==> config.mk <==
export PLATFORM = sky130hd
export DESIGN_NAME = atm2_timer
export DESIGN_NICKNAME = d
export VERILOG_FILES = /design/src/design/atm2_timer.v
export VERILOG_INCLUDE_DIRS = /design/src /design/src/include
export SDC_FILE = /design/constraint.sdc
export NUM_CORES = 1
export LEC_CHECK = 0
export BUFFER_PORTS_ARGS = -buffer_cell sky130_fd_sc_hd__buf_2
export CORE_ASPECT_RATIO = 1.25
export CORE_UTILIZATION = 40
export CTS_BUF_LIST = sky130_fd_sc_hd__clkbuf_4 sky130_fd_sc_hd__clkbuf_8 sky130_fd_sc_hd__clkbuf_16
export CTS_CLUSTER_SIZE = 25
export DETAILED_ROUTE_END_ITERATION = 16
export PLACE_DENSITY = 0.63
export REMOVE_ABC_BUFFERS = 1
export SLEW_MARGIN = 20
export SYNTH_ARGS = -nofsm -noshare
export SYNTH_HDL_FRONTEND = slang
export SYNTH_SLANG_ARGS = --single-unit
export TNS_END_PERCENT = 100
==> constraint.sdc <==
create_clock -name aclk -period 4.9 [get_ports aclk]
set_clock_uncertainty 0.15 [all_clocks]
set_input_delay 0.49 -clock aclk [delete_from_list [all_inputs] [get_ports aclk]]
set_output_delay 0.49 -clock aclk [all_outputs]
set_load 0.05 [all_outputs]
==> src/include/atm2_defines.vh <==
// Register offsets, field positions, reset values and timing counts
`ifndef ATM2_DEFINES_VH
`define ATM2_DEFINES_VH
`define ATM2_OFF_CTRL_A    8'h00
`define ATM2_OFF_CTRL_B    8'h04
`define ATM2_OFF_COUNT     8'h08
`define ATM2_OFF_CMP_A     8'h0C
`define ATM2_OFF_CMP_B     8'h10
`define ATM2_OFF_ASYNC     8'h14
`define ATM2_OFF_IRQ_MASK  8'h18
`define ATM2_OFF_IRQ_FLAGS 8'h1C
`define ATM2_OFF_GEN_CTRL  8'h20
`define ATM2_OFF_CPU_STAT  8'h24
`define ATM2_BIT_EXT_CLK   6
`define ATM2_BIT_ASYNC_SEL 5
`define ATM2_BIT_TSM       7
`define ATM2_BIT_PSR       1
`define ATM2_BIT_GIE       7
`define ATM2_BIT_OVF       0
`define ATM2_BIT_CMPA      1
`define ATM2_BIT_CMPB      2
`define ATM2_BIT_WGM2      3
`define ATM2_RESET_BYTE    8'h00
`define ATM2_SYNC_STAGES   2
`define ATM2_RESP_OKAY     2'b00
`define ATM2_RESP_SLVERR   2'b10
`endif

==> src/design/atm2_timer.v <==
// 8-bit asynchronous-capable timer with AXI4-Lite register access
//
// Design decisions made here: the register offsets and the AXI4-Lite register port.
`include "atm2_defines.vh"
module atm2_timer #(
  parameter SYNC_STAGES = `ATM2_SYNC_STAGES
) (
  input  wire        aclk,
  input  wire        aresetn,
  input  wire [7:0]  s_axi_awaddr,
  input  wire        s_axi_awvalid,
  output reg         s_axi_awready,
  input  wire [31:0] s_axi_wdata,
  input  wire [3:0]  s_axi_wstrb,
  input  wire        s_axi_wvalid,
  output reg         s_axi_wready,
  output reg  [1:0]  s_axi_bresp,
  output reg         s_axi_bvalid,
  input  wire        s_axi_bready,
  input  wire [7:0]  s_axi_araddr,
  input  wire        s_axi_arvalid,
  output reg         s_axi_arready,
  output reg  [31:0] s_axi_rdata,
  output reg  [1:0]  s_axi_rresp,
  output reg         s_axi_rvalid,
  input  wire        s_axi_rready,
  input  wire        timer_osc_pin_one,
  input  wire [2:0]  irq_vector_ack,
  output reg         ext_clk_buf_en,
  output reg         crystal_osc_en,
  output reg         wave_out_a,
  output reg         wave_out_b,
  output reg         irq
);
  reg [7:0] ctrl_a_q, ctrl_b_q, count_q, cmp_a_q, cmp_b_q;
  reg [7:0] tmp_ctrl_a_q, tmp_ctrl_b_q, tmp_cmp_a_q, tmp_cmp_b_q;
  reg [7:0] tmp_count_q;
  reg [4:0] busy_q;
  reg [4:0] pend_tgl_q, ack_tgl_q;
  reg       ext_clk_q, async_sel_q, tsm_q, psr_q, gie_q;
  reg [2:0] mask_q, flags_q;
  reg [9:0] presc_q;
  reg       osc_s1_q, osc_s2_q, osc_s3_q;
  reg       block_cmp_q, dir_down_q;
  reg       aw_hold_q, w_hold_q;
  reg [7:0] aw_addr_q;
  reg [31:0] w_data_q;
  reg [3:0] w_strb_q;
  wire      wr_fire = aw_hold_q & w_hold_q & ~s_axi_bvalid;
  wire      wr_lane = w_strb_q[0];
  wire [7:0] wb = w_data_q[7:0];

  function tap_hit;
    input [2:0] sel;
    input [9:0] p;
    begin
      case (sel)
        3'h1: tap_hit = 1'b1;
        3'h2: tap_hit = &p[2:0];
        3'h3: tap_hit = &p[4:0];
        3'h4: tap_hit = &p[5:0];
        3'h5: tap_hit = &p[6:0];
        3'h6: tap_hit = &p[7:0];
        3'h7: tap_hit = &p[9:0];
        default: tap_hit = 1'b0;
      endcase
    end
  endfunction

  function is_wr;
    input [7:0] off;
    begin
      is_wr = wr_fire & wr_lane & (aw_addr_q == off);
    end
  endfunction

  // Async source: oscillator pin is sampled; edge taken after full sync
  // so the first stage feeds only the second.
  always @(posedge aclk)
  begin
    if (!aresetn)
    begin
      osc_s1_q <= 1'b0;
      osc_s2_q <= 1'b0;
      osc_s3_q <= 1'b0;
    end
    else
    begin
      osc_s1_q <= timer_osc_pin_one;
      osc_s2_q <= osc_s1_q;
      osc_s3_q <= osc_s2_q;
    end
  end
  wire src_tick = async_sel_q ? (osc_s2_q & ~osc_s3_q) : 1'b1;
  wire presc_clr = psr_q & src_tick;
  wire tick = src_tick & tap_hit(ctrl_b_q[2:0], presc_q);
  wire pwm = (ctrl_a_q[1:0] == 2'b01);
  wire ctc = (ctrl_a_q[1:0] == 2'b10);
  wire fast = (ctrl_a_q[1:0] == 2'b11);
  wire [7:0] top = (ctrl_b_q[`ATM2_BIT_WGM2] | ctc) ? cmp_a_q : 8'hFF;
  wire match_a = (count_q == cmp_a_q);
  wire match_b = (count_q == cmp_b_q);
  wire cmp_ev_a = tick & match_a & ~block_cmp_q;
  wire cmp_ev_b = tick & match_b & ~block_cmp_q;
  // Fast PWM flags at its own top; normal and CTC only at full count
  wire ovf_ev = tick & (pwm ? (dir_down_q & count_q == 8'h01)
                            : fast ? (count_q == top)
                                   : (count_q == 8'hFF));
  // Transfer of temporary storage happens on a source tick in async mode
  wire [4:0] xfer = pend_tgl_q ^ ack_tgl_q;
  wire       xfer_now = async_sel_q & src_tick;

  // AXI4-Lite write channel: address and data taken in either order
  always @(posedge aclk)
  begin
    if (!aresetn)
    begin
      aw_hold_q     <= 1'b0;
      w_hold_q      <= 1'b0;
      aw_addr_q     <= 8'h00;
      w_data_q      <= 32'h00000000;
      w_strb_q      <= 4'h0;
      s_axi_awready <= 1'b0;
      s_axi_wready  <= 1'b0;
      s_axi_bvalid  <= 1'b0;
      s_axi_bresp   <= `ATM2_RESP_OKAY;
    end
    else
    begin
      s_axi_awready <= ~aw_hold_q & ~s_axi_awready & s_axi_awvalid;
      s_axi_wready  <= ~w_hold_q & ~s_axi_wready & s_axi_wvalid;
      if (s_axi_awvalid & s_axi_awready)
      begin
        aw_hold_q <= 1'b1;
        aw_addr_q <= s_axi_awaddr;
      end
      if (s_axi_wvalid & s_axi_wready)
      begin
        w_hold_q <= 1'b1;
        w_data_q <= s_axi_wdata;
        w_strb_q <= s_axi_wstrb;
      end
      if (wr_fire)
      begin
        s_axi_bvalid <= 1'b1;
        s_axi_bresp  <= (aw_addr_q > `ATM2_OFF_CPU_STAT ||
                         aw_addr_q[1:0] != 2'b00) ?
                        `ATM2_RESP_SLVERR : `ATM2_RESP_OKAY;
        aw_hold_q    <= 1'b0;
        w_hold_q     <= 1'b0;
      end
      if (s_axi_bvalid & s_axi_bready)
        s_axi_bvalid <= 1'b0;
    end
  end

  // Registers, counter, flags
  always @(posedge aclk)
  begin
    if (!aresetn)
    begin
      ctrl_a_q <= `ATM2_RESET_BYTE;
      ctrl_b_q <= `ATM2_RESET_BYTE;
      count_q <= `ATM2_RESET_BYTE;
      cmp_a_q <= `ATM2_RESET_BYTE;
      cmp_b_q <= `ATM2_RESET_BYTE;
      tmp_ctrl_a_q <= `ATM2_RESET_BYTE;
      tmp_ctrl_b_q <= `ATM2_RESET_BYTE;
      tmp_cmp_a_q <= `ATM2_RESET_BYTE;
      tmp_cmp_b_q <= `ATM2_RESET_BYTE;
      tmp_count_q <= `ATM2_RESET_BYTE;
      busy_q <= 5'h00;
      pend_tgl_q <= 5'h00;
      ack_tgl_q <= 5'h00;
      ext_clk_q <= 1'b0;
      async_sel_q <= 1'b0;
      tsm_q <= 1'b0;
      psr_q <= 1'b0;
      gie_q <= 1'b0;
      mask_q <= 3'h0;
      flags_q <= 3'h0;
      presc_q <= 10'h000;
      block_cmp_q <= 1'b0;
      dir_down_q <= 1'b0;
      wave_out_a <= 1'b0;
      wave_out_b <= 1'b0;
      irq <= 1'b0;
      ext_clk_buf_en <= 1'b0;
      crystal_osc_en <= 1'b0;
    end
    else
    begin
      // Prescaler; reset request waits for a source tick when async
      if (presc_clr | (psr_q & ~async_sel_q))
        presc_q <= 10'h000;
      else if (src_tick)
        presc_q <= presc_q + 10'h001;
      if (psr_q & ~tsm_q & (~async_sel_q | src_tick))
        psr_q <= 1'b0;
      // Counter advance
      if (tick)
      begin
        block_cmp_q <= 1'b0;
        if (pwm)
        begin
          if (!dir_down_q && count_q == top)
          begin
            dir_down_q <= 1'b1;
            count_q <= count_q - 8'h01;
          end
          else if (dir_down_q && count_q == 8'h01)
          begin
            dir_down_q <= 1'b0;
            count_q <= 8'h00;
          end
          else
            count_q <= dir_down_q ? count_q - 8'h01 : count_q + 8'h01;
        end
        else if (count_q == top)
          count_q <= 8'h00;
        else
          count_q <= count_q + 8'h01;
      end
      if (cmp_ev_a)
        wave_out_a <= ~wave_out_a;
      if (cmp_ev_b)
        wave_out_b <= ~wave_out_b;
      // Flags: hardware set wins over either clear
      flags_q <= (flags_q & ~irq_vector_ack &
                  ~(is_wr(`ATM2_OFF_IRQ_FLAGS) ? wb[2:0] : 3'h0))
                 | {cmp_ev_b, cmp_ev_a, ovf_ev};
      irq <= gie_q & |(flags_q & mask_q);
      ext_clk_buf_en <= ext_clk_q & async_sel_q;
      crystal_osc_en <= ~ext_clk_q & async_sel_q;
      // Temporary storage transfer into live registers in async mode
      if (xfer_now)
      begin
        if (xfer[0]) ctrl_b_q <= tmp_ctrl_b_q;
        if (xfer[1]) ctrl_a_q <= tmp_ctrl_a_q;
        if (xfer[2]) cmp_b_q <= tmp_cmp_b_q;
        if (xfer[3]) cmp_a_q <= tmp_cmp_a_q;
        if (xfer[4])
        begin
          count_q <= tmp_count_q;
          block_cmp_q <= 1'b1;
        end
        ack_tgl_q <= pend_tgl_q;
        busy_q <= busy_q & ~xfer;
      end
      if (wr_fire & wr_lane)
      begin
        case (aw_addr_q)
          `ATM2_OFF_CTRL_A:
          begin
            tmp_ctrl_a_q <= {wb[7:4], 2'b00, wb[1:0]};
            if (async_sel_q) begin busy_q[1] <= 1'b1;
              pend_tgl_q[1] <= ~pend_tgl_q[1]; end
            else ctrl_a_q <= {wb[7:4], 2'b00, wb[1:0]};
          end
          `ATM2_OFF_CTRL_B:
          begin
            // Force bits are strobes and read back as zero
            tmp_ctrl_b_q <= {4'h0, wb[3:0]};
            if (async_sel_q) begin busy_q[0] <= 1'b1;
              pend_tgl_q[0] <= ~pend_tgl_q[0]; end
            else ctrl_b_q <= {4'h0, wb[3:0]};
            if (wb[7] & ~pwm) wave_out_a <= ~wave_out_a;
            if (wb[6] & ~pwm) wave_out_b <= ~wave_out_b;
          end
          `ATM2_OFF_COUNT:
          begin
            tmp_count_q <= wb;
            if (async_sel_q) begin busy_q[4] <= 1'b1;
              pend_tgl_q[4] <= ~pend_tgl_q[4]; end
            else
            begin
              count_q <= wb;
              block_cmp_q <= 1'b1;
            end
          end
          `ATM2_OFF_CMP_A:
          begin
            tmp_cmp_a_q <= wb;
            if (async_sel_q) begin busy_q[3] <= 1'b1;
              pend_tgl_q[3] <= ~pend_tgl_q[3]; end
            else cmp_a_q <= wb;
          end
          `ATM2_OFF_CMP_B:
          begin
            tmp_cmp_b_q <= wb;
            if (async_sel_q) begin busy_q[2] <= 1'b1;
              pend_tgl_q[2] <= ~pend_tgl_q[2]; end
            else cmp_b_q <= wb;
          end
          `ATM2_OFF_ASYNC:
          begin
            ext_clk_q <= wb[`ATM2_BIT_EXT_CLK];
            async_sel_q <= wb[`ATM2_BIT_ASYNC_SEL];
            // Clock switch drops pending transfers; contents may be stale
            if (wb[`ATM2_BIT_ASYNC_SEL] != async_sel_q)
            begin
              busy_q <= 5'h00;
              ack_tgl_q <= pend_tgl_q;
            end
          end
          `ATM2_OFF_IRQ_MASK: mask_q <= wb[2:0];
          `ATM2_OFF_GEN_CTRL:
          begin
            tsm_q <= wb[`ATM2_BIT_TSM];
            if (wb[`ATM2_BIT_PSR]) psr_q <= 1'b1;
          end
          `ATM2_OFF_CPU_STAT: gie_q <= wb[`ATM2_BIT_GIE];
          default: ;
        endcase
      end
    end
  end

  // AXI4-Lite read channel: one-cycle registered answer
  always @(posedge aclk)
  begin
    if (!aresetn)
    begin
      s_axi_arready <= 1'b0;
      s_axi_rvalid  <= 1'b0;
      s_axi_rdata   <= 32'h00000000;
      s_axi_rresp   <= `ATM2_RESP_OKAY;
    end
    else
    begin
      s_axi_arready <= ~s_axi_arready & ~s_axi_rvalid & s_axi_arvalid;
      if (s_axi_arvalid & s_axi_arready)
      begin
        s_axi_rvalid <= 1'b1;
        s_axi_rresp  <= `ATM2_RESP_OKAY;
        case (s_axi_araddr)
          `ATM2_OFF_CTRL_A:  s_axi_rdata <= {24'h0, tmp_ctrl_a_q};
          `ATM2_OFF_CTRL_B:  s_axi_rdata <= {24'h0, tmp_ctrl_b_q};
          `ATM2_OFF_COUNT:   s_axi_rdata <= {24'h0, count_q};
          `ATM2_OFF_CMP_A:   s_axi_rdata <= {24'h0, tmp_cmp_a_q};
          `ATM2_OFF_CMP_B:   s_axi_rdata <= {24'h0, tmp_cmp_b_q};
          `ATM2_OFF_ASYNC:   s_axi_rdata <= {25'h0, ext_clk_q,
                                            async_sel_q, busy_q};
          `ATM2_OFF_IRQ_MASK: s_axi_rdata <= {29'h0, mask_q};
          `ATM2_OFF_IRQ_FLAGS: s_axi_rdata <= {29'h0, flags_q};
          `ATM2_OFF_GEN_CTRL: s_axi_rdata <= {24'h0, tsm_q, 5'h00,
                                             psr_q, 1'b0};
          `ATM2_OFF_CPU_STAT: s_axi_rdata <= {24'h0, gie_q, 7'h00};
          default:
          begin
            s_axi_rdata <= 32'h00000000;
            s_axi_rresp <= `ATM2_RESP_SLVERR;
          end
        endcase
      end
      else if (s_axi_rvalid & s_axi_rready)
        s_axi_rvalid <= 1'b0;
    end
  end
endmodule // atm2_timer

# Word-level counts from Yosys, hierarchy flattened
# Cells that the tools add are included.
[word_totals] memories=0 latch_bits=0 in_bits=63 mem_bits_ro=0 word_cells=266 ram_bits=0 ff_bits=180
[op_classes] div_mod_pow=0 bitwise=66 reduce_logical=35 mux=79 mul=0 n_eq_ne=34 n_shift=0 n_lt_le_gt_ge=1 n_addsub=3
[op_table] op="2-to-1 mux 8 bit" n=32
[op_table] op="one-hot mux 8 bit (10 select lines)" n=1
[op_table] op="== test 8 x 5 -> 1 bit (second input constant)" n=8
[op_table] op="2-to-1 mux 5 bit" n=7
[op_table] op="bitwise AND 1 bit" n=33
[op_table] op="== test 8 x 4 -> 1 bit (second input constant)" n=4
[op_table] op="== test 8 x 6 -> 1 bit (second input constant)" n=4
[op_table] op="2-to-1 mux 1 bit" n=30
[op_table] op="== test 8 bit" n=3
[op_table] op="NOT 1 bit" n=21
[op_table] op="AND reduction 3 bit" n=7
[op_table] op="AND reduction 2 bit" n=9
[op_table] op="== test 8 x 3 -> 1 bit (second input constant)" n=2
[op_table] op="logical NOT 8 bit" n=2
[op_table] op="== test 3 bit (second input constant)" n=4
[op_table] op="adder 10 x 1 -> 10 bit (second input constant)" n=1
[op_table] op="one-hot mux 1 bit (2 select lines)" n=5
[op_table] op="AND reduction 10 bit" n=1
[op_table] op="OR reduction 10 bit" n=1
[op_table] op="bitwise AND 3 bit" n=3
[op_table] op="adder 8 x 1 -> 8 bit (second input constant)" n=1
[op_table] op="== test 8 x 1 -> 1 bit (second input constant)" n=1
[op_table] op="== test 8 bit (second input constant)" n=1
[op_table] op="> comparator 8 x 6 -> 1 bit (second input constant)" n=1
[op_table] op="25 further kinds" n=36

# Logic depth before layout (Yosys ltp)
# Gate-level depths: netlist of the first run.
[depth] word_depth=13 mapped_depth=10 depth_no_buf=9

# Worst setup path before layout of the first run
# Ideal clock, no wire load.
[synth_timing] path_kind="register -> register" start="register s_axi_bvalid" end="register ack_tgl_q[0]" path_slack_ns=2.598 synth_period_minus_slack_ns=2.302 path_stages_with_launch=9 t_arrival_ns=2.024 n_path_buf=1 t_required_ns=4.622 path_cell_list="dfxtp_1 and3b_1 nand2_1 or3_1 clkbuf_1 nor2_1 nor2_1 mux2i_1 nor2_1"
[synth_via] elab_chain_cells=4
[synth_rtl] element="start, declared" line="atm2_timer.v:18" text="output reg s_axi_bvalid,"
[synth_rtl] element="start signal, assigned" line="atm2_timer.v:125" text="s_axi_bvalid <= 1'b0;"
[synth_rtl] element="start signal, assigned" line="atm2_timer.v:145" text="s_axi_bvalid <= 1'b1;"
[synth_rtl] element="start signal, assigned" line="atm2_timer.v:153" text="s_axi_bvalid <= 1'b0;"
[synth_rtl] element="NOT 1 bit" line="atm2_timer.v:49" text="wire wr_fire = aw_hold_q & w_hold_q & ~s_axi_bvalid;"
[synth_rtl] element="bitwise AND 1 bit" line="atm2_timer.v:49"
[synth_rtl] element="bitwise AND 1 bit" line="atm2_timer.v:250" text="if (wr_fire & wr_lane)"
[synth_rtl] element="2-to-1 mux 5 bit" line="atm2_timer.v:250"
[synth_rtl] element="end signal, assigned" line="atm2_timer.v:247" text="ack_tgl_q <= pend_tgl_q;"
[synth_rtl] element="end signal, assigned" line="atm2_timer.v:303" text="ack_tgl_q <= pend_tgl_q;"
[synth_rtl] element="end, declared" line="atm2_timer.v:39" text="reg [4:0] pend_tgl_q, ack_tgl_q;"
# Every way passes these cells.
# A chain may end at the register's enable or synchronous reset.

# Worst setup path in the final report of the first run
[layout_timing] start="register count_q[5]" end="register count_q[2]"
[layout_via] elab_chain_cells=11 elab_cells_between_ends=14 cone_classes="eq/ne (2); mux (10); reduce/logical (2)"
[layout_rtl] element="start, declared" line="atm2_timer.v:35" text="reg [7:0] ctrl_a_q, ctrl_b_q, count_q, cmp_a_q, cmp_b_q;"
[layout_rtl] element="start signal, assigned" line="atm2_timer.v:164" text="count_q <= `ATM2_RESET_BYTE;"
[layout_rtl] element="start signal, assigned" line="atm2_timer.v:209" text="count_q <= count_q - 8'h01;"
[layout_rtl] element="start signal, assigned" line="atm2_timer.v:217" text="count_q <= dir_down_q ? count_q - 8'h01 : count_q + 8'h01;"
[layout_rtl] element="== test 8 x 1 -> 1 bit" line="atm2_timer.v:211" text="else if (dir_down_q && count_q == 8'h01)"
[layout_rtl] element="logical AND 1 bit" line="atm2_timer.v:211"
[layout_rtl] element="2-to-1 mux 8 bit" line="atm2_timer.v:211"
[layout_rtl] element="2-to-1 mux 8 bit" line="atm2_timer.v:206" text="if (!dir_down_q && count_q == top)"
[layout_rtl] element="2-to-1 mux 8 bit (*)" line="atm2_timer.v:204" text="if (pwm)"
[layout_rtl] element="2-to-1 mux 8 bit (*)" line="atm2_timer.v:201" text="if (tick)"
[layout_rtl] element="2-to-1 mux 8 bit" line="atm2_timer.v:242" text="if (xfer[4])"
[layout_rtl] element="2-to-1 mux 8 bit (*)" line="atm2_timer.v:236" text="if (xfer_now)"
[layout_rtl] element="2-to-1 mux 8 bit" line="atm2_timer.v:273" text="if (async_sel_q) begin busy_q[4] <= 1'b1;"
[layout_rtl] element="2-to-1 mux 8 bit" line="atm2_timer.v:252" text="case (aw_addr_q)"
[layout_rtl] element="2-to-1 mux 8 bit (*)" line="atm2_timer.v:250"
# Every way passes the cells marked *; elsewhere a longest branch is shown, timed or not.

==> flow_summary.json, run 1 <==
{
  "worst_slack_ns": 1.932,
  "hold_viol": 0,
  "fmax_ghz": 0.3369,
  "ant_nets": 0,
  "finalSetupViolCount": 0,
  "grtUsageTotal": 0.2215,
  "clock_sinks": 144,
  "clock_path_buffers": 2,
  "die_x_um": 123.3,
  "post-cts-setup-buffer-count": 0,
  "power.leakage_nw": 3.188,
  "worstPathRequired_ns": 5.11,
  "ys_seq_elements": 144,
  "fillCellCount": 1807,
  "synth_xor_area_frac": 0.04647,
  "pin_count": 109,
  "grt_max_degree": 66,
  "grt_pass1_wl_um": 31950,
  "regArea_um2": 2883,
  "synth_cells": 885,
  "r2r_slack_ns": 1.93,
  "globalplace.congestion": 0.8856,
  "mostFrequentLayoutCell": "dfxtp_1",
  "cts_tree": "built",
  "start_kind": "register",
  "critical_path.cell_chain": "nand2_1 > nor4b_1 > a41o_1 > nand3_1 > o311ai_0 > o211ai_1 > nand3_1",
  "dp_slack_ns": 1.961,
  "synth_fa_ha_area_frac": 0.008511,
  "layout.cells.most_common_list": "dfxtp_1, nor2_1, nand2_1, mux2i_1, a21oi_1",
  "root_buffer": "clkbuf_16",
  "worst_pin_slew_ns": 0.9810,
  "tns_ns": 0,
  "multi_input_area_um2": 4050,
  "dieArea_um2": 18930,
  "synth_warnings": 0,
  "start_util": 0.4077,
  "yosys.area_share.simple": 0.2182,
  "dpl.hpwl_um": 14310,
  "tritoncts.num_buffers": 17,
  "worst-path-max-fanout": 9,
  "avgSynthCellArea_um2": 8.306,
  "yosysSeqAreaShare": 0.3922,
  "ctsHoldBuffers": 0,
  "cts.repair.resized": 0,
  "synth_flop_cell": "dfxtp_1",
  "gr-total-overflow": 0,
  "rows": 55,
  "synth_area_um2": 7351,
  "status": "finished clean",
  "num_vias": 6349,
  "crit_path_end_kind": "register",
  "synth_edf_count": 0,
  "stdcell_count": 1149,
  "synth_top_area_cell": "dfxtp_1",
  "synth_area_leaders": "dfxtp_1, mux2i_1, nor2_1, nand2_1, a21oi_1",
  "drt_first_pass_iters": 6,
  "drc": 0,
  "coreArea_um2": 18030,
  "maxCapViolCount": 0,
  "power_mw": 2.562,
  "drive_gt1_frac": 0.1227,
  "routed_wl_um": 20050,
  "yosys-mux-area-fraction": 0.09668,
  "cts.clk_slew.worst_paths_ns": 0.06,
  "yosysUniqueCellTypes": 73,
  "holdCritPathClass": "input port to register",
  "insertion_delay_ns": 0.43,
  "max_stage_delay_ns": 0.69,
  "netlist.area_leader.share": 0.3922,
  "n_antenna_cell": 0,
  "area_delta_synth_final_pct": 11.20,
  "period_needed_ns": 2.968,
  "criticalPathCategory": "register to register",
  "crit_top_cell": "nand3_1",
  "async_reset_ff_frac": 0,
  "dr.first_iter.drc_count": 446,
  "finalMaxSlewViolations": 0,
  "wire_per_inst_um": 17.45,
  "final_nets": 976,
  "hold_ws_ns": 0.1176,
  "slowest_stage": "nor4b_1",
  "vias_per_cell": 5.526,
  "antenna_found_initial": 0,
  "port_buffers": 55,
  "crit_arrival_ns": 3.18,
  "pwr_density_cell_nw_per_um2": 313.4,
  "grt_pass1_vias": 5909,
  "timing.final.crit_share": 0.6058,
  "htree_levels": 4,
  "relSlewSlack": 0.3452,
  "synth_top_family_by_area": "simple AND/OR/NAND/NOR gates",
  "rsz0062_at_grt": "false",
  "die_h_um": 153.6,
  "placed_cells": 1117,
  "synth_compound_area_frac": 0.1678,
  "ir_drop_v": 0.0001979
}
-- per-stage QoR --
stage               cell area, um^2  utilization
detailed placement             7617       0.4225
CTS                            8174       0.4534
global placement               7617       0.4225
finish                         8174       0.4534
floorplan                      7028            -
global route                   8174       0.4534
-- worst paths after layout --
check        cells after the start             startpoint               endpoint
max reg2reg                      7  count_q[5]$_SDFF_PN0_  count_q[2]$_SDFF_PN0_
min reg2reg                      1    osc_s1_q$_SDFF_PN0_    osc_s2_q$_SDFF_PN0_
min                              2      timer_osc_pin_one    osc_s1_q$_SDFF_PN0_
max                              7  count_q[5]$_SDFF_PN0_  count_q[2]$_SDFF_PN0_
-- where the power goes --
| part | internal, mW | switching [mW] | total (mW) |
|---|---|---|---|
| combinational | 0.0316 | 0.104 | 0.136 |
| clock | 0.683 | 0.542 | 1.22 |
| sequential | 1.18 | 0.0199 | 1.20 |
| total | 1.90 | 0.665 | 2.56 |
-- cells by family (layout without fill, tap and decap cells) --
group	count (synthesis)	after routing
buffers and inverters	102	113
other	1	26
AOI/OAI and AO/OA	179	179
xor gates and xnor gates	39	39
muxes	71	71
and+or+nand+nor	344	344
DFF	144	144
adders and majority gates	5	5
-- cell usage after synthesis (4+ instances only) --
master      n
a211oi_1   29
a21oi_1    64
a221oi_1    8
a31oi_1     7
and2_1      7
buf_2       6
buf_4      27
clkbuf_1   42
dfxtp_1   144
ha_1        5
inv_1      20
mux2i_1    71
nand2_1    94
nand2b_1    6
nand3_1    30
nand4_1    11
nor2_1    123
nor2_2      4
nor2b_1     6
nor3_1     24
nor4_1     12
o21ai_0    17
o221ai_1    5
o22ai_1     6
o31ai_1     4
or2_2       5
or3_1       4
xnor2_1    19
xor2_1     20
-- state kept, by name, summed over array words and instances (netlist names), 2 cells and up --
name          count
ack_tgl_q         5
tmp_ctrl_a_q      6
busy_q            5
cmp_b_q           8
s_axi_rdata       8
ctrl_b_q          4
cmp_a_q           8
tmp_cmp_b_q       8
mask_q            3
tmp_ctrl_b_q      4
count_q           8
pend_tgl_q        5
ctrl_a_q          2
w_data_q          8
tmp_cmp_a_q       8
tmp_count_q       8
aw_addr_q         8
presc_q          10
flags_q           3
-- layout make-up --
cell class | instances | share of cell area
inverters | 24 | 0.01179
flip-flops and latches | 144 | 0.3527
multi-input cells | 664 | 0.4955
well taps | 228 | 0.03490
clock buffers | 20 | 0.05556
clock inverters | 12 | 0.01255
repair buffers | 57 | 0.03704
-- critical path: cells and delay by family, from the launching register on --
family / cells / cell delay [ns]
AND/OR/NAND/NOR: 4 / 1.26
AO/OA/AOI/OAI: 3 / 0.86
flip-flops: 1 / 0.64
-- per-layer routing --
metal / vias to the layer above / track usage / part of all wire
li1: 3130 / - / -
met1: 2983 / 0.2713 / 0.44
met4: 0 / 0.1153 / 0.041
met5: - / 0 / 0
met2: 187 / 0.3663 / 0.48
met3: 49 / 0.03858 / 0.041
Note: power is estimated with default switching activity, not from simulation.
==> run 2, diff against run 1 <==
- PLACE_DENSITY: 0.63 -> 0.66
- clock period: 4.9 -> 2.4 ns (I/O delays scaled with it)
==> run 2 against run 1 <==
Against the previous run:
- register-to-register slack got worse by 1.9 ns
- cell count rose by 8.6%
- power is 110% higher
- clock power grew 110%
- die area stayed put
- fmax rose by 26%
- largest cell class unchanged
- utilization increased by 5.5 points
- highest routed layer unchanged
- critical path depth rose by 2
==> flow_summary.json, run 2 (synthesis gave the netlist of run 1 again) <==
{
  "status": "finished clean",
  "relSlewSlack": 0.4538,
  "reg2reg_depth": 9,
  "tritoncts.num_buffers": 17,
  "reg2reg_to": "count_q[7]$_SDFF_PN0_",
  "clkPwrFrac": 0.477,
  "p_switching_mw": 1.330,
  "critical_path_cell_count": 9,
  "antenna_found_initial": 0,
  "finalSetupViolCount": 0,
  "timing.rr.start": "presc_q[1]$_SDFFE_PP0N_",
  "root_buffer": "clkbuf_16",
  "r2r_slack_ns": 0.05,
  "netSwitchingFraction": 0.2497,
  "p_int_mw": 3.996,
  "placed_area_um2": 8173,
  "grtUsageTotal": 0.2341,
  "cts_tree": "built",
  "area_delta_synth_final_pct": 24.61,
  "rsz0062_at_grt": "true",
  "pwr_density_cell_nw_per_um2": 581.4,
  "dpl.hpwl_um": 15290,
  "hold_viol": 0,
  "dr.first_iter.drc_count": 440,
  "path_buf_inv": 2,
  "worst-path-max-fanout": 5,
  "crit_top_cell": "buf_4",
  "fin_util": 0.5081,
  "criticalPathCategory": "register to register",
  "drive_gt1_frac": 0.2118,
  "largest_reg_flops": 10,
  "crit_family": "compound AO/OA/AOI/OAI gates",
  "htree_levels": 4,
  "layout.cells.most_common_list": "dfxtp_1, nor2_1, nand2_1, buf_4, mux2i_1",
  "port_buffers": 55,
  "mostFrequentLayoutCell": "dfxtp_1",
  "regMostFlops": "presc_q",
  "n_antenna_cell": 0,
  "critical_path.cell_chain": "ha_4 > nand4_1 > nor2_1 > o311ai_2 > buf_4 > nor2_4 > buf_4 > o311ai_0 > a21oi_1",
  "cts.clk_slew.worst_paths_ns": 0.06,
  "power_frac_comb": 0.063,
  "wire_per_inst_um": 17.58,
  "globalplace.congestion": 0.9512,
  "clock_sinks": 144,
  "period_needed_ns": 2.347,
  "drt_first_pass_iters": 5,
  "critPathCapture": "count_q[7]$_SDFF_PN0_",
  "seq_power_share": 0.460,
  "crit_path_start": "presc_q[1]$_SDFFE_PP0N_",
  "rows": 55,
  "crit_arrival_ns": 2.47,
  "die_x_um": 123.3,
  "dieArea_um2": 18930,
  "clock_path_buffers": 2,
  "fmax_ghz": 0.4261,
  "grt_pass1_vias": 6598,
  "gr-total-overflow": 0,
  "worst_pin_slew_ns": 0.8182,
  "vias_per_cell": 5.575,
  "hold_ws_ns": 0.03454,
  "maxCapViolCount": 0,
  "insertion_delay_ns": 0.42,
  "start_util": 0.4077,
  "coreArea_um2": 18030,
  "die_h_um": 153.6,
  "holdCritPathClass": "input port to register",
  "worstPathRequired_ns": 2.52,
  "crit_path_end_kind": "register",
  "routed_wl_um": 21940,
  "start_kind": "register",
  "max_stage_delay_ns": 0.41,
  "finalMaxSlewViolations": 0,
  "grt_pass1_wl_um": 34200,
  "grt_max_degree": 109,
  "drc": 0,
  "post-route-cell-area_um2": 9160,
  "num_vias": 6957,
  "ir_drop_v": 0.0004120,
  "slowest_stage": "o311ai_2",
  "fillCellCount": 1721,
  "pin_count": 109,
  "power.leakage_nw": 3.706,
  "timing.final.crit_share": 0.9780,
  "ant_nets": 0,
  "final_nets": 1076
}
[run 2: tightest hold or removal path, cell delays in order]
cell      delay (ns)
buf_2           0.10
a211oi_1        0.05
o21a_1          0.16
[run 2: layout make-up]
class	count	area, um^2	area share
Sequential cell	144	2894	0.3159
Clock inverter	11	110.1	0.01202
Inverter	24	96.34	0.01052
Tap cell	228	285.3	0.03114
Timing Repair Buffer	156	1107	0.1209
Multi-Input combinational cell	665	4213	0.4599
Clock buffer	20	454.2	0.04958
[run 2: power groups by stage]
| stage | sequential (mW) | clock (mW) | combinational, mW |
|---|---|---|---|
| CTS | 2.45 | 2.55 | 0.326 |
| global route | 2.45 | 2.66 | 0.357 |
| global placement | 2.50 | 0 | 0.296 |
| floorplan | 2.51 | 0 | 0.175 |
| detailed placement | 2.50 | 0 | 0.297 |
| finish | 2.45 | 2.54 | 0.333 |
[run 2: metal layers]
metal  up-vias  track usage  wire length [um]
li1       3340            -                 -
met1      3276       0.2819              8874
met2       267       0.4006             10960
met3        74      0.02522              1085
met4         0       0.1291              1014
met5         -            0                 0
[run 2: repair_timing]
item	CTS	global route
endpoints found under the hold margin	23	0
buffers inserted	0	2
pin swaps	4	24
setup endpoints to repair	11	12
hold buffers	23	0
gates cloned	0	1
resized for setup	10	32
[run 2: stage by stage]
stage          setup TNS (ns)  std cells  total power, mW  worst slack, ns
6_report                    0       1248            5.326          0.05291
3_5_place_dp          -0.4695       1191            2.797         -0.09364
2_1_floorplan               0        832            2.682          0.05390
3_3_place_gp          -0.1585       1191            2.795         -0.07397
4_1_cts                     0       1245            5.326         0.003910
5_1_grt               -0.1129       1248            5.471         -0.03934
[run 2: worst min-delay path by stage]
| stage | to | from | cells after the start | slack [ns] |
|---|---|---|---|---|
| after floorplan | flags_q[1]$_SDFF_PN0_ | aresetn | 1 | 0.21 |
| final | flags_q[1]$_SDFF_PN0_ | irq_vector_ack[1] | 3 | 0.03 |
| after detailed placement | osc_s2_q$_SDFF_PN0_ | osc_s1_q$_SDFF_PN0_ | 1 | 0.27 |
| after global routing | flags_q[1]$_SDFF_PN0_ | irq_vector_ack[1] | 3 | 0.04 |
| after CTS | flags_q[1]$_SDFF_PN0_ | irq_vector_ack[1] | 3 | 0.03 |
| after global placement | osc_s2_q$_SDFF_PN0_ | osc_s1_q$_SDFF_PN0_ | 1 | 0.26 |
==> run 3, diff against run 2 <==
- ABC_CLOCK_PERIOD_IN_PS: unset -> 2400
- BUFFER_PORTS_ARGS: -buffer_cell sky130_fd_sc_hd__buf_2 -> unset
- DONT_BUFFER_PORTS: unset -> 1
- PLACE_DENSITY: 0.66 -> 0.6
==> run 3 against run 2 <==
Against the previous run:
- sequential power about the same
- sequential share of layout area up 0.32 points
- setup slack worse by 0.010 ns
- clock-buffer cell count unchanged
- flip-flop and latch count unchanged
- fmax down 0.43%
- largest cell class unchanged
==> flow_summary.json, run 3 (synthesis gave the netlist of run 1 again) <==
{
  "vias_per_cell": 5.472,
  "grt_pass1_wl_um": 33880,
  "drt_first_pass_iters": 6,
  "cts_tree": "built",
  "rsz0062_at_grt": "true",
  "placed_area_um2": 7875,
  "drive_gt1_frac": 0.1640,
  "p_switching_mw": 1.344,
  "num_vias": 6621,
  "power_mw": 5.486,
  "dpl.hpwl_um": 15370,
  "worst-path-max-fanout": 4,
  "start_util": 0.4077,
  "relSlewSlack": 0.4600,
  "tritoncts.num_buffers": 17,
  "wire_per_inst_um": 17.97,
  "grt_util_met2": 0.3980,
  "use_met1": 0.2805,
  "mostFrequentLayoutCell": "dfxtp_1",
  "busiest_layer": "met2",
  "dieArea_um2": 18930,
  "crit_arrival_ns": 2.51,
  "use_met3": 0.03264,
  "area_delta_synth_final_pct": 23.46,
  "insertion_delay_ns": 0.42,
  "clock_sinks": 144,
  "fmax_ghz": 0.4242,
  "seq_power_share": 0.447,
  "pin_count": 109,
  "worstPathRequired_ns": 2.55,
  "grt_max_degree": 51,
  "hold_viol": 0,
  "ant_nets": 0,
  "dr.first_iter.drc_count": 400,
  "n_antenna_cell": 0,
  "multi_input_area_um2": 4179,
  "netSwitchingFraction": 0.2449,
  "post-route-cell-area_um2": 9075,
  "finalSetupViolCount": 0,
  "rows": 55,
  "final_nets": 1037,
  "gr-total-overflow": 0,
  "finalMaxSlewViolations": 0,
  "status": "finished clean",
  "routed_wl_um": 21750,
  "root_buffer": "clkbuf_16",
  "pwr_density_cell_nw_per_um2": 604.5,
  "start_kind": "register",
  "port_buffers": 0,
  "layout.cells.most_common_list": "dfxtp_1, nor2_1, nand2_1, buf_4, mux2i_1",
  "fin_util": 0.5033,
  "holdCritPathClass": "input port to register",
  "globalplace.congestion": 0.9071,
  "grtUsageTotal": 0.2344,
  "criticalPathCategory": "register to register",
  "antenna_found_initial": 0,
  "clock_path_buffers": 2,
  "htree_levels": 4,
  "cts.clk_slew.worst_paths_ns": 0.06,
  "regArea_um2": 2897,
  "largest_reg_flops": 10,
  "die_h_um": 153.6,
  "drc": 0,
  "crit_path_end_kind": "register",
  "die_x_um": 123.3,
  "worst_pin_slew_ns": 0.8101,
  "ir_drop_v": 0.0005579,
  "fillCellCount": 1740,
  "timing.final.crit_share": 0.9822,
  "period_needed_ns": 2.357,
  "grt_pass1_vias": 6400,
  "p_int_mw": 4.142,
  "power_frac_comb": 0.055,
  "power.leakage_nw": 3.570,
  "coreArea_um2": 18030,
  "clkPwrFrac": 0.498,
  "maxCapViolCount": 0,
  "regMostFlops": "presc_q"
}
run 3: changes by cell type in the layout (fill, tap and decap cells not counted), moves of 3 or more:
cell           change
dlygate4sd3_1     +17
o311ai_1           +3
buf_2             -55
inv_6              +4
clkinv_4           -3
run 3: worst max-delay path: stages (launching register included):
cell,delay [ns]
dfxtp_2,0.33
nor2b_1,0.13
a221o_1,0.32
a211o_4,0.36
buf_4,0.15
o31ai_4,0.30
buf_4,0.18
nor3_2,0.05
a211oi_2,0.17
o31ai_1,0.10
run 3: final cells by class:
class | count | area share
clock buffer | 20 | 0.05143
clock inverter | 12 | 0.01586
inverter | 24 | 0.01062
multi-input combinational | 664 | 0.4605
sequential | 144 | 0.3192
tap | 228 | 0.03144
timing repair buffer | 118 | 0.1110
run 3: path summary, 6_finish.rpt:
kind / from / end / slack, ns / cells past startpoint
max: cmp_a_q[7]$_SDFF_PN0_ / count_q[1]$_SDFF_PN0_ / 0.04 / 9
min: aresetn / presc_q[2]$_SDFFE_PP0N_ / 0.03 / 3
max reg2reg: cmp_a_q[7]$_SDFF_PN0_ / count_q[1]$_SDFF_PN0_ / 0.04 / 9
min reg2reg: tmp_count_q[3]$_SDFFE_PN0P_ / tmp_count_q[3]$_SDFFE_PN0P_ / 0.31 / 2
run 3: metrics by stage:
| stage | TNS [ns] | hold slack [ns] | worst slack, ns | cells |
|---|---|---|---|---|
| 6_report | 0 | 0.02513 | 0.04284 | 1210 |
| 5_1_grt | -0.06496 | 0.02658 | -0.02285 | 1210 |
| 4_1_cts | 0 | 0.02084 | 0.00006906 | 1206 |
| 3_5_place_dp | -0.4064 | 0.2139 | -0.1658 | 1133 |
| 3_3_place_gp | -0.3746 | 0.2117 | -0.1410 | 1133 |
| 2_1_floorplan | 0 | 0.2077 | 0.05390 | 832 |
run 3: power groups by stage:
stage | registers, mW | clock network (mW) | logic, mW
2_1_floorplan | 2.51 | 0 | 0.175
3_3_place_gp | 2.51 | 0 | 0.242
3_5_place_dp | 2.51 | 0 | 0.243
4_1_cts | 2.45 | 2.76 | 0.297
5_1_grt | 2.45 | 2.88 | 0.323
6_report | 2.45 | 2.73 | 0.300
run 3: routing by layer:
layer  wire, um  vias to the layer above
met5          0                        -
met4       1013                        0
met3        904                       53
met2      10820                      206
met1       9004                     3110
li1           -                     3252
run 3: what timing repair did:
action | 4_1_cts | 5_1_grt
endpoints found under the setup margin | 11 | 43
hold buffers | 41 | 0
hold endpoints to repair | 47 | 0
pin swaps | 0 | 17
buffers inserted | 0 | 4
gates cloned | 0 | 0
gates resized for setup | 8 | 33
